--- config.mk ---
export PLATFORM = sky130hd
export DESIGN_NAME = calmc_top
export DESIGN_NICKNAME = d
export VERILOG_FILES = /design/src/core/calmc_pkg.sv /design/src/core/calmc_bus_if.sv /design/src/core/calmc_axil_slave.sv /design/src/core/calmc_top.sv
export SDC_FILE = /design/constraint.sdc
export NUM_CORES = 1
export LEC_CHECK = 0
export BUFFER_PORTS_ARGS = -buffer_cell sky130_fd_sc_hd__buf_2
export CORE_MARGIN = 3
export CORE_UTILIZATION = 37
export CTS_BUF_LIST = sky130_fd_sc_hd__clkbuf_4 sky130_fd_sc_hd__clkbuf_8
export DETAILED_ROUTE_END_ITERATION = 8
export PLACE_DENSITY = 0.59
export SLEW_MARGIN = 30
export SYNTH_ARGS = -nofsm -noshare
export SYNTH_HDL_FRONTEND = slang
export SYNTH_SLANG_ARGS = --single-unit
--- constraint.sdc ---
create_clock -name aclk -period 8.55 [get_ports aclk]
set_input_delay 1.2825 -clock aclk [delete_from_list [all_inputs] [get_ports aclk]]
set_output_delay 1.2825 -clock aclk [all_outputs]
set_load 0.02 [all_outputs]
--- src/core/calmc_pkg.sv ---
// package of constants and types for the calibration mode controller
// Notes on behaviour
// - radiometry off: raw output follows flux and camera temperature; t-linear ignored
// - radiometry on, t-linear off: flux-only output, temperature compensated
// - radiometry on, t-linear on: output proportional to scene temperature
// - builds without radiometry refuse enabling it and stay raw
// - three gain modes, two states; high mode stays high, never asks table change
// - low mode stays low and never asks for table change
// - auto gain with auto correction switches gain state by itself
// - auto gain with manual or external correction only raises table-change flag
// - four correction modes; reset default auto if shuttered, external if not
// - manual mode corrects only on command; triggers set correction-wanted flag
// - external corrects only on command, never uses shutter, triggers set flag
// - external auto-table switches tables itself, no correction, no table flag
// - start-up: auto corrects; manual loads valid stored map else corrects
// - run-correction command corrects in every mode and clears wanted flag
// - frame count since last correction reaching period triggers correction
// - temperature drift since last correction reaching delta triggers correction
package calmc_pkg;
  typedef enum logic [1:0] {CALMC_COR_AUTO, CALMC_COR_MANUAL, CALMC_COR_EXT,
                            CALMC_COR_EXT_AUTO_TBL} calmc_cor_mode_t;
  typedef enum logic [1:0] {CALMC_GAIN_HIGH, CALMC_GAIN_LOW, CALMC_GAIN_AUTO,
                            CALMC_GAIN_RSVD} calmc_gain_mode_t;
  localparam logic [1:0] CALMC_OUT_RAW   = 2'h0;
  localparam logic [1:0] CALMC_OUT_FLUX  = 2'h1;
  localparam logic [1:0] CALMC_OUT_TEMP  = 2'h2;
  // register byte offsets
  localparam logic [7:0] CALMC_A_CTRL    = 8'h00;
  localparam logic [7:0] CALMC_A_FFCMODE = 8'h04;
  localparam logic [7:0] CALMC_A_PERIOD  = 8'h08;
  localparam logic [7:0] CALMC_A_DELTA   = 8'h0C;
  localparam logic [7:0] CALMC_A_CMD     = 8'h10;
  localparam logic [7:0] CALMC_A_STATUS  = 8'h14;
  localparam logic [7:0] CALMC_A_LASTT   = 8'h18;
  // ctrl fields
  localparam int CALMC_B_RAD   = 0;
  localparam int CALMC_B_TLIN  = 1;
  localparam int CALMC_B_GAIN  = 4;
  // cmd fields
  localparam int CALMC_B_RUN   = 0;
  localparam int CALMC_B_CLRTB = 1;
  // status fields
  localparam int CALMC_B_BUSY  = 0;
  localparam int CALMC_B_DONE  = 1;
  localparam int CALMC_B_WANT  = 2;
  localparam int CALMC_B_TBLW  = 3;
  localparam int CALMC_B_LOWG  = 4;
  localparam int CALMC_B_SHUT  = 5;
  localparam int CALMC_B_OUTM  = 8;
  localparam logic [15:0] CALMC_PERIOD_RST = 16'h0E10;
  localparam logic [15:0] CALMC_DELTA_RST  = 16'h0010;
  localparam logic [1:0]  CALMC_RESP_OKAY  = 2'h0;
  localparam logic [1:0]  CALMC_RESP_SLVERR = 2'h2;
endpackage : calmc_pkg

--- src/core/calmc_bus_if.sv ---
// interface carrying register writes and reads from the axi slave to the register core
`timescale 1ns/10ps
interface calmc_bus_if;
  logic        wr_en;   // one-cycle write strobe
  logic [7:0]  wr_addr; // byte address
  logic [31:0] wr_data; // write data
  logic [3:0]  wr_strb; // byte enables
  logic [7:0]  rd_addr; // read address
  logic [31:0] rd_data; // read data from core
  logic        rd_ok;   // address mapped
  logic        wr_ok;   // write address mapped
  modport slave (output wr_en, wr_addr, wr_data, wr_strb, rd_addr,
                 input rd_data, rd_ok, wr_ok);
  modport core  (input wr_en, wr_addr, wr_data, wr_strb, rd_addr,
                 output rd_data, rd_ok, wr_ok);
endinterface : calmc_bus_if

--- src/core/calmc_axil_slave.sv ---
// axi4-lite slave front end, one write and one read at a time
`timescale 1ns/10ps
module calmc_axil_slave (
  input  wire logic        aclk,    // clock
  input  wire logic        aresetn, // sync reset, low
  input  wire logic [7:0]  awaddr,  // write address
  input  wire logic        awvalid, // write address valid
  output logic             awready, // write address ready
  input  wire logic [31:0] wdata,   // write data
  input  wire logic [3:0]  wstrb,   // write strobes
  input  wire logic        wvalid,  // write data valid
  output logic             wready,  // write data ready
  output logic [1:0]       bresp,   // write response
  output logic             bvalid,  // write response valid
  input  wire logic        bready,  // write response ready
  input  wire logic [7:0]  araddr,  // read address
  input  wire logic        arvalid, // read address valid
  output logic             arready, // read address ready
  output logic [31:0]      rdata,   // read data
  output logic [1:0]       rresp,   // read response
  output logic             rvalid,  // read valid
  input  wire logic        rready,  // read ready
  calmc_bus_if.slave       bus      // to register core
);
  import calmc_pkg::*;
  logic        aw_got_reg, w_got_reg;
  logic [7:0]  aw_reg;
  logic [31:0] w_reg;
  logic [3:0]  s_reg;
  logic [7:0]  ar_reg;
  logic        ar_pend_reg;
  wire aw_fire = awvalid && awready;
  wire w_fire  = wvalid && wready;
  wire do_wr   = aw_got_reg && w_got_reg && !bvalid;
  // readies are flops; every port of the block but bus.wr_en leaves a register
  assign bus.wr_en   = do_wr;
  assign bus.wr_addr = aw_reg;
  assign bus.wr_data = w_reg;
  assign bus.wr_strb = s_reg;
  assign bus.rd_addr = ar_reg;
  always_ff @(posedge aclk) begin
    if (!aresetn) begin
      aw_got_reg <= 1'b0;
      w_got_reg  <= 1'b0;
      aw_reg <= 8'h00;
      w_reg  <= 32'h0;
      s_reg  <= 4'h0;
      bvalid <= 1'b0;
      bresp  <= CALMC_RESP_OKAY;
      awready <= 1'b1;
      wready  <= 1'b1;
    end else begin
      if (aw_fire) begin
        aw_got_reg <= 1'b1;
        aw_reg     <= awaddr;
        awready    <= 1'b0;
      end
      if (w_fire) begin
        w_got_reg <= 1'b1;
        w_reg     <= wdata;
        s_reg     <= wstrb;
        wready    <= 1'b0;
      end
      if (do_wr) begin
        aw_got_reg <= 1'b0;
        w_got_reg  <= 1'b0;
        bvalid     <= 1'b1;
        bresp      <= bus.wr_ok ? CALMC_RESP_OKAY : CALMC_RESP_SLVERR;
      end else if (bvalid && bready) begin
        bvalid  <= 1'b0;
        awready <= 1'b1;
        wready  <= 1'b1;
      end
    end
  end
  // one cycle of address latch before data, so rdata is a registered word
  always_ff @(posedge aclk) begin
    if (!aresetn) begin
      ar_pend_reg <= 1'b0;
      ar_reg <= 8'h00;
      arready <= 1'b1;
      rvalid <= 1'b0;
      rdata  <= 32'h0;
      rresp  <= CALMC_RESP_OKAY;
    end else begin
      if (arvalid && arready) begin
        ar_pend_reg <= 1'b1;
        ar_reg      <= araddr;
        arready     <= 1'b0;
      end else if (ar_pend_reg) begin
        ar_pend_reg <= 1'b0;
        rvalid <= 1'b1;
        rdata  <= bus.rd_ok ? bus.rd_data : 32'h0;
        rresp  <= bus.rd_ok ? CALMC_RESP_OKAY : CALMC_RESP_SLVERR;
      end else if (rvalid && rready) begin
        rvalid  <= 1'b0;
        arready <= 1'b1;
      end
    end
  end
endmodule : calmc_axil_slave

--- src/core/calmc_top.sv ---
// calibration mode controller: output, gain and correction policy
//
// Design decisions made here: the register addresses and the AXI4-Lite register port.
`timescale 1ns/10ps
module calmc_top (
  input  wire logic        aclk,            // 100 MHz clock
  input  wire logic        aresetn,         // sync reset, low
  input  wire logic        cap_radiometric, // build has radiometry
  input  wire logic        cap_shutter,     // build has shutter
  input  wire logic        map_valid,       // stored map valid
  input  wire logic        frame_tick,      // one pulse per frame
  input  wire logic [15:0] camera_temp,     // camera temperature
  input  wire logic        scene_gain_sw,   // scene asks gain change
  input  wire logic        scene_tbl_sw,    // scene asks table change
  input  wire logic        corr_done,       // correction engine finished
  input  wire logic        load_done,       // map load finished
  output logic             corr_start,      // start correction pulse
  output logic             corr_use_shutter,// close shutter during correction
  output logic             map_load,        // load stored map pulse
  output logic             table_switch,    // switch table pulse
  output logic             gain_low,        // gain state is low
  output logic [1:0]       out_mode,        // pixel output interpretation
  input  wire logic [7:0]  awaddr,          // axi write address
  input  wire logic        awvalid,         // axi aw valid
  output logic             awready,         // axi aw ready
  input  wire logic [31:0] wdata,           // axi write data
  input  wire logic [3:0]  wstrb,           // axi strobes
  input  wire logic        wvalid,          // axi w valid
  output logic             wready,          // axi w ready
  output logic [1:0]       bresp,           // axi b resp
  output logic             bvalid,          // axi b valid
  input  wire logic        bready,          // axi b ready
  input  wire logic [7:0]  araddr,          // axi read address
  input  wire logic        arvalid,         // axi ar valid
  output logic             arready,         // axi ar ready
  output logic [31:0]      rdata,           // axi read data
  output logic [1:0]       rresp,           // axi r resp
  output logic             rvalid,          // axi r valid
  input  wire logic        rready           // axi r ready
);
  import calmc_pkg::*;
  typedef enum {CALMC_S_BOOT, CALMC_S_IDLE, CALMC_S_RUN, CALMC_S_LOAD} calmc_state_t;

  calmc_bus_if bus ();
  calmc_axil_slave u_slave (
    .aclk(aclk), .aresetn(aresetn),
    .awaddr(awaddr), .awvalid(awvalid), .awready(awready),
    .wdata(wdata), .wstrb(wstrb), .wvalid(wvalid), .wready(wready),
    .bresp(bresp), .bvalid(bvalid), .bready(bready),
    .araddr(araddr), .arvalid(arvalid), .arready(arready),
    .rdata(rdata), .rresp(rresp), .rvalid(rvalid), .rready(rready),
    .bus(bus)
  );

  calmc_state_t     state_reg;
  calmc_cor_mode_t  cor_mode_reg;
  calmc_gain_mode_t gain_mode_reg;
  logic             rad_reg, tlin_reg;
  logic [15:0]      period_reg, delta_reg, frames_reg, last_temp_reg;
  logic             busy_reg, done_reg, want_reg, tblw_reg;
  logic             run_cmd_reg;
  logic             mode_init_reg;

  // register decode
  wire wr_ctrl  = bus.wr_en && bus.wr_addr == CALMC_A_CTRL && bus.wr_strb[0];
  wire wr_mode  = bus.wr_en && bus.wr_addr == CALMC_A_FFCMODE && bus.wr_strb[0];
  wire wr_per   = bus.wr_en && bus.wr_addr == CALMC_A_PERIOD;
  wire wr_del   = bus.wr_en && bus.wr_addr == CALMC_A_DELTA;
  wire wr_cmd   = bus.wr_en && bus.wr_addr == CALMC_A_CMD && bus.wr_strb[0];
  wire run_cmd  = wr_cmd && bus.wr_data[CALMC_B_RUN];
  wire clr_tbl  = wr_cmd && bus.wr_data[CALMC_B_CLRTB];
  wire [7:0] ra = bus.rd_addr;
  assign bus.wr_ok = bus.wr_addr <= CALMC_A_CMD && bus.wr_addr[1:0] == 2'h0;
  assign bus.rd_ok = ra <= CALMC_A_LASTT && ra[1:0] == 2'h0;
  wire [31:0] status_word = {22'h0, out_mode, 2'h0, corr_use_shutter, gain_low,
                             tblw_reg, want_reg, done_reg, busy_reg};
  assign bus.rd_data =
    ra == CALMC_A_CTRL    ? {26'h0, gain_mode_reg, 2'h0, tlin_reg, rad_reg} :
    ra == CALMC_A_FFCMODE ? {30'h0, cor_mode_reg} :
    ra == CALMC_A_PERIOD  ? {16'h0, period_reg} :
    ra == CALMC_A_DELTA   ? {16'h0, delta_reg} :
    ra == CALMC_A_STATUS  ? status_word :
    ra == CALMC_A_LASTT   ? {16'h0, last_temp_reg} : 32'h0;

  // mode decode
  wire is_auto   = cor_mode_reg == CALMC_COR_AUTO;
  wire is_manual = cor_mode_reg == CALMC_COR_MANUAL;
  wire is_ext    = cor_mode_reg == CALMC_COR_EXT;
  wire is_ext_at = cor_mode_reg == CALMC_COR_EXT_AUTO_TBL;
  wire gain_auto = gain_mode_reg == CALMC_GAIN_AUTO;
  wire [15:0] temp_diff = camera_temp >= last_temp_reg ? camera_temp - last_temp_reg
                                                       : last_temp_reg - camera_temp;
  wire trig_per  = frames_reg >= period_reg;
  wire trig_del  = temp_diff >= delta_reg;
  wire trig      = state_reg == CALMC_S_IDLE && (trig_per || trig_del);
  wire auto_fire = trig && is_auto;
  wire idle      = state_reg == CALMC_S_IDLE;
  wire start_run = idle && (run_cmd_reg || auto_fire);
  // a starting correction removes the trigger's cause, so it clears the flag
  wire want_set  = trig && !is_auto && !start_run;
  wire gain_sw   = gain_auto && scene_gain_sw && idle;
  wire self_gain = gain_sw && is_auto;
  wire tbl_flag  = gain_sw && (is_manual || is_ext);
  wire tbl_self  = scene_tbl_sw && idle && (is_ext_at || is_auto);
  wire tbl_want  = tbl_flag ||
                   (gain_auto && scene_tbl_sw && idle && (is_manual || is_ext));
  wire rad_eff   = rad_reg && cap_radiometric;

  // output interpretation
  always_ff @(posedge aclk) begin
    if (!aresetn) begin
      rad_reg  <= 1'b0;
      tlin_reg <= 1'b0;
      gain_mode_reg <= CALMC_GAIN_HIGH;
      out_mode <= CALMC_OUT_RAW;
    end else begin
      if (wr_ctrl) begin
        rad_reg  <= bus.wr_data[CALMC_B_RAD] && cap_radiometric;
        tlin_reg <= bus.wr_data[CALMC_B_TLIN];
        if (bus.wr_data[CALMC_B_GAIN+1 -: 2] != CALMC_GAIN_RSVD)
          gain_mode_reg <= calmc_gain_mode_t'(bus.wr_data[CALMC_B_GAIN+1 -: 2]);
      end
      if (!rad_eff)
        out_mode <= CALMC_OUT_RAW;
      else if (!tlin_reg)
        out_mode <= CALMC_OUT_FLUX;
      else
        out_mode <= CALMC_OUT_TEMP;
    end
  end

  // gain state
  always_ff @(posedge aclk) begin
    if (!aresetn) begin
      gain_low <= 1'b0;
    end else begin
      case (gain_mode_reg)
        CALMC_GAIN_HIGH: gain_low <= 1'b0;
        CALMC_GAIN_LOW:  gain_low <= 1'b1;
        CALMC_GAIN_AUTO: if (self_gain) gain_low <= !gain_low;
        default:         gain_low <= 1'b0;
      endcase
    end
  end

  // mode register; default is taken from the strap one cycle after reset
  always_ff @(posedge aclk) begin
    if (!aresetn) begin
      cor_mode_reg  <= CALMC_COR_EXT;
      mode_init_reg <= 1'b0;
      period_reg <= CALMC_PERIOD_RST;
      delta_reg  <= CALMC_DELTA_RST;
    end else begin
      mode_init_reg <= 1'b1;
      if (!mode_init_reg)
        cor_mode_reg <= cap_shutter ? CALMC_COR_AUTO : CALMC_COR_EXT;
      else if (wr_mode)
        cor_mode_reg <= calmc_cor_mode_t'(bus.wr_data[1:0]);
      if (wr_per) period_reg <= bus.wr_data[15:0];
      if (wr_del) delta_reg  <= bus.wr_data[15:0];
    end
  end

  // correction sequencer
  always_ff @(posedge aclk) begin
    if (!aresetn) begin
      state_reg  <= CALMC_S_BOOT;
      corr_start <= 1'b0;
      map_load   <= 1'b0;
      table_switch <= 1'b0;
      corr_use_shutter <= 1'b0;
      busy_reg <= 1'b0;
      done_reg <= 1'b0;
      want_reg <= 1'b0;
      tblw_reg <= 1'b0;
      run_cmd_reg <= 1'b0;
      frames_reg <= 16'h0;
      last_temp_reg <= 16'h0;
    end else begin
      corr_start   <= 1'b0;
      map_load     <= 1'b0;
      table_switch <= 1'b0;
      // a command seen while busy is held until the sequencer is idle
      if (run_cmd) run_cmd_reg <= 1'b1;
      else if (start_run && run_cmd_reg) run_cmd_reg <= 1'b0;
      if (frame_tick && frames_reg != 16'hFFFF) frames_reg <= frames_reg + 16'h1;
      // set wins over clear
      if (want_set) want_reg <= 1'b1;
      else if (start_run) want_reg <= 1'b0;
      if (tbl_want) tblw_reg <= 1'b1;
      else if (clr_tbl || !gain_auto) tblw_reg <= 1'b0;
      if (tbl_self) table_switch <= 1'b1;
      case (state_reg)
        CALMC_S_BOOT: if (mode_init_reg) begin
          if (cor_mode_reg == CALMC_COR_MANUAL && map_valid) begin
            state_reg <= CALMC_S_LOAD;
            map_load  <= 1'b1;
            busy_reg  <= 1'b1;
          end else if (cor_mode_reg == CALMC_COR_AUTO ||
                       cor_mode_reg == CALMC_COR_MANUAL) begin
            state_reg  <= CALMC_S_RUN;
            corr_start <= 1'b1;
            corr_use_shutter <= cap_shutter;
            busy_reg   <= 1'b1;
          end else begin
            state_reg <= CALMC_S_IDLE;
          end
        end
        CALMC_S_IDLE: if (start_run || (self_gain && cap_shutter)) begin
          state_reg  <= CALMC_S_RUN;
          corr_start <= 1'b1;
          corr_use_shutter <= cap_shutter && (is_auto || is_manual);
          busy_reg   <= 1'b1;
          done_reg   <= 1'b0;
        end
        CALMC_S_RUN: if (corr_done) begin
          state_reg <= CALMC_S_IDLE;
          busy_reg  <= 1'b0;
          done_reg  <= 1'b1;
          corr_use_shutter <= 1'b0;
          frames_reg    <= 16'h0;
          last_temp_reg <= camera_temp;
        end
        CALMC_S_LOAD: if (load_done) begin
          state_reg <= CALMC_S_IDLE;
          busy_reg  <= 1'b0;
          done_reg  <= 1'b1;
          frames_reg    <= 16'h0;
          last_temp_reg <= camera_temp;
        end
        default: state_reg <= CALMC_S_IDLE;
      endcase
    end
  end
endmodule : calmc_top

==> reports/qor.yml <==
status: "completed"
rows: 55
fmax_ghz: 0.175
htreeDepth: 4
hold_buffers: 0
powerDensity_nw_per_um2: 218
critPathArrivalTime_ns: 6.08
ff2ff_setup_slack_ns: 3.39
rsz0062_at_grt: "false"
ys.flop_type: "dfxtp_1"
crit_required_ns: 8.92
die_x_um: 161
diodes: 0
root_buffer: "clkbuf_8"
first_global_vias: 7268
routedWlPerCell_um: 15.5
dr.first_iter.drc_count: 426
hold_path_class: "reg -> reg"
crit_type: "in -> reg"
ios: 131
grt_max_degree: 73
grt_pass1_wl_um: 37700
fin_crit_sh_pct: 66.8
coreArea_um2: 23100
finalHoldViolCount: 0
worstMarginPinSlew_ns: 0.809
die_h_um: 161
ff2ff_path_depth: 15
wl_um: 22700
cts_setup_buffers: 0
crit_fanout: 10
setup_violations: 0
via_count: 7360
netlist_instances: 1073
dp_hpwl_um: 17300
cts_made_buffers: 17
gr-total-overflow: 0
peakVddDrop_mv: 0.0878
cts_tree: "done"
start_kind: "input port"
netlist_area_um2: 8850
crit_start: "camera_temp[10]"
dr.pass1.iters: 6
synth_edf_count: 0
start_util_pct: 38.4
cts_buffer_depth: 2
period_needed_ns: 5.71
p_leak_nw: 4.24
synthArstFlopShare_pct: 0
relSlewSlack_pct: 46.0
clk_pin_slew_ns: 0.10
cts_sinks: 144
syn_to_final_growth_pct: 10.4
finalMaxSlewViolations: 0
drv_cap: 0
io_buffers: 93
synth_top_area_cell: "dfxtp_1"
yosysTopAreaCellShare_pct: 32.6
antenna_left: 0
route.detailed.drc: 0
skew_ns: 0.0135
fin_tns_setup_ns: 0
layout-drive-gt1-share_pct: 13.0
synthTopCellsByArea: "dfxtp_1 (33%), ha_1 (10%), nand2_1 (7.3%), mux2i_1 (5.5%), a21boi_0 (4.6%)"
yosysWarnings: 0
antenna_found_initial: 0
cp-endpoint: "state_reg[1]"
dieArea_um2: 25800
r2r_end: "state_reg[1]"
clock_latency_ns: 0.46
gp_congestion: 0.872
grt_usage_pct: 17.9
end_kind: "flip-flop"
syn_area_per_cell_um2: 8.25
r2r-start: "last_temp_reg[8]"
total_power_mw: 2.13
cts_resized: 0
synth_cell_types: 74
layout.nets: 1296
viasPerCell: 5.03
synth_seq_cells: 144
synth_seq_area_share_pct: 32.6
==> layout make-up <==
| cell class | instances | area (µm²) |
|---|---|---|
| clock buffers | 17 | 234 |
| inverters | 88 | 330 |
| multi-input cells | 789 | 5280 |
| well taps | 313 | 392 |
| flip-flops and latches | 144 | 2880 |
| repair buffers | 97 | 502 |
| fillers | 2371 | 13300 |
| clock inverters | 15 | 150 |
==> per-layer routing <==
layer | up-vias | wire [µm] | track usage (%)
met5 | - | 0 | 0
li1 | 3769 | - | -
met2 | 169 | 9710 | 27.5
met1 | 3394 | 11600 | 25.6
met3 | 28 | 955 | 3.48
met4 | 0 | 369 | 4.46
==> cells in the final DEF (no fill, tap or decap), types with 6 or more instances in the layout <==
master    count
conb_1       18
ha_1         74
inv_1        88
nor2_1       53
dfxtp_1     144
mux2i_1      49
a21o_1       12
a22oi_1      14
a221oi_1     11
and4_1        6
xnor2_1      13
nand3_1      17
and3_1        9
o21ai_1      15
xor2_1       16
nand2_1     173
nand4_1       9
and2_1       17
a21boi_0     54
nor2b_1      42
o21ai_0      35
a211oi_1      7
buf_2        92
a21oi_1      53
nor3_1        8
clkbuf_8     17
nand2b_1      6
==> cell usage after synthesis, types with 3 or more instances <==
cell,n
a2111oi_0,3
a211oi_1,7
a21boi_0,54
a21o_1,12
a21oi_1,53
a221oi_1,11
a222oi_1,4
a22oi_1,14
and2_1,17
and3_1,9
and4_1,6
buf_2,4
buf_4,21
buf_6,8
clkbuf_1,33
dfxtp_1,144
ha_1,74
inv_1,88
mux2i_1,49
nand2_1,173
nand2b_1,6
nand3_1,17
nand3b_1,3
nand4_1,9
nor2_1,53
nor2b_1,42
nor3_1,8
o211a_1,4
o211ai_1,3
o21a_1,3
o21ai_0,35
o21ai_1,16
o221ai_1,4
o311ai_0,3
o41ai_1,3
xnor2_1,13
xor2_1,16
==> cells by family (layout without fill, tap and decap cells) <==
logic type      count (synthesis)  after routing  share of synthesized area [%]
flops                         144            144                           32.6
xor+xnor                       29             29                           2.87
buf+inv                       157            217                           8.51
fa+ha+maj                      76             76                           10.9
other cells                     1             18                         0.0424
compound gates                250            250                           19.4
simple gates                  366            366                           20.0
mux                            50             50                           5.67
==> how the worst min path moves through the flow <==
| stage | start | endpoint | depth (start not counted) |
|---|---|---|---|
| after detailed placement | tlin_reg | out_mode[0] | 1 |
| final | tlin_reg | out_mode[0] | 1 |
| after floorplan | tlin_reg | out_mode[0] | 1 |
| after global placement | tlin_reg | out_mode[0] | 1 |
| after global routing | tlin_reg | out_mode[1] | 2 |
| after CTS | u_slave.bus.wr_addr[7] | u_slave.bus.wr_addr[7] | 2 |
==> report_power, final <==
part           switching [mW]  leakage [nW]  internal [mW]
Combinational           0.481          2.88          0.320
Clock                   0.307         0.187          0.240
Sequential             0.0636          1.17          0.720
Total                   0.851          4.24           1.28
==> critical path: stages <==
cell	delay [ns]
buf_2	0.10
inv_1	0.04
ha_1	0.44
nand4_1	0.25
nor3_1	0.39
a21oi_4	0.13
a21oi_4	0.28
or2_1	0.51
mux2i_1	0.33
xor2_1	0.20
ha_1	0.26
and4_1	0.23
a311oi_1	0.29
nand3_1	0.28
nor4_2	0.63
nor3_1	0.18
o211a_1	0.23
==> stage by stage <==
step / area [µm²] / cells / hold WS [ns] / setup WS [ns] / util [%]
6_report: 9770 / 1463 / 0.463 / 2.84 / 42.4
5_1_grt: 9770 / 1463 / 0.494 / 2.62 / 42.4
4_1_cts: 9770 / 1463 / 0.470 / 2.99 / 42.4
3_5_place_dp: 9390 / 1431 / 0.447 / 2.51 / 40.7
3_3_place_gp: 9370 / 1430 / 0.449 / 2.46 / 40.6
2_1_floorplan: 8910 / 1090 / 0.426 / 3.64 / -
Power figures use the tool's default switching activity.
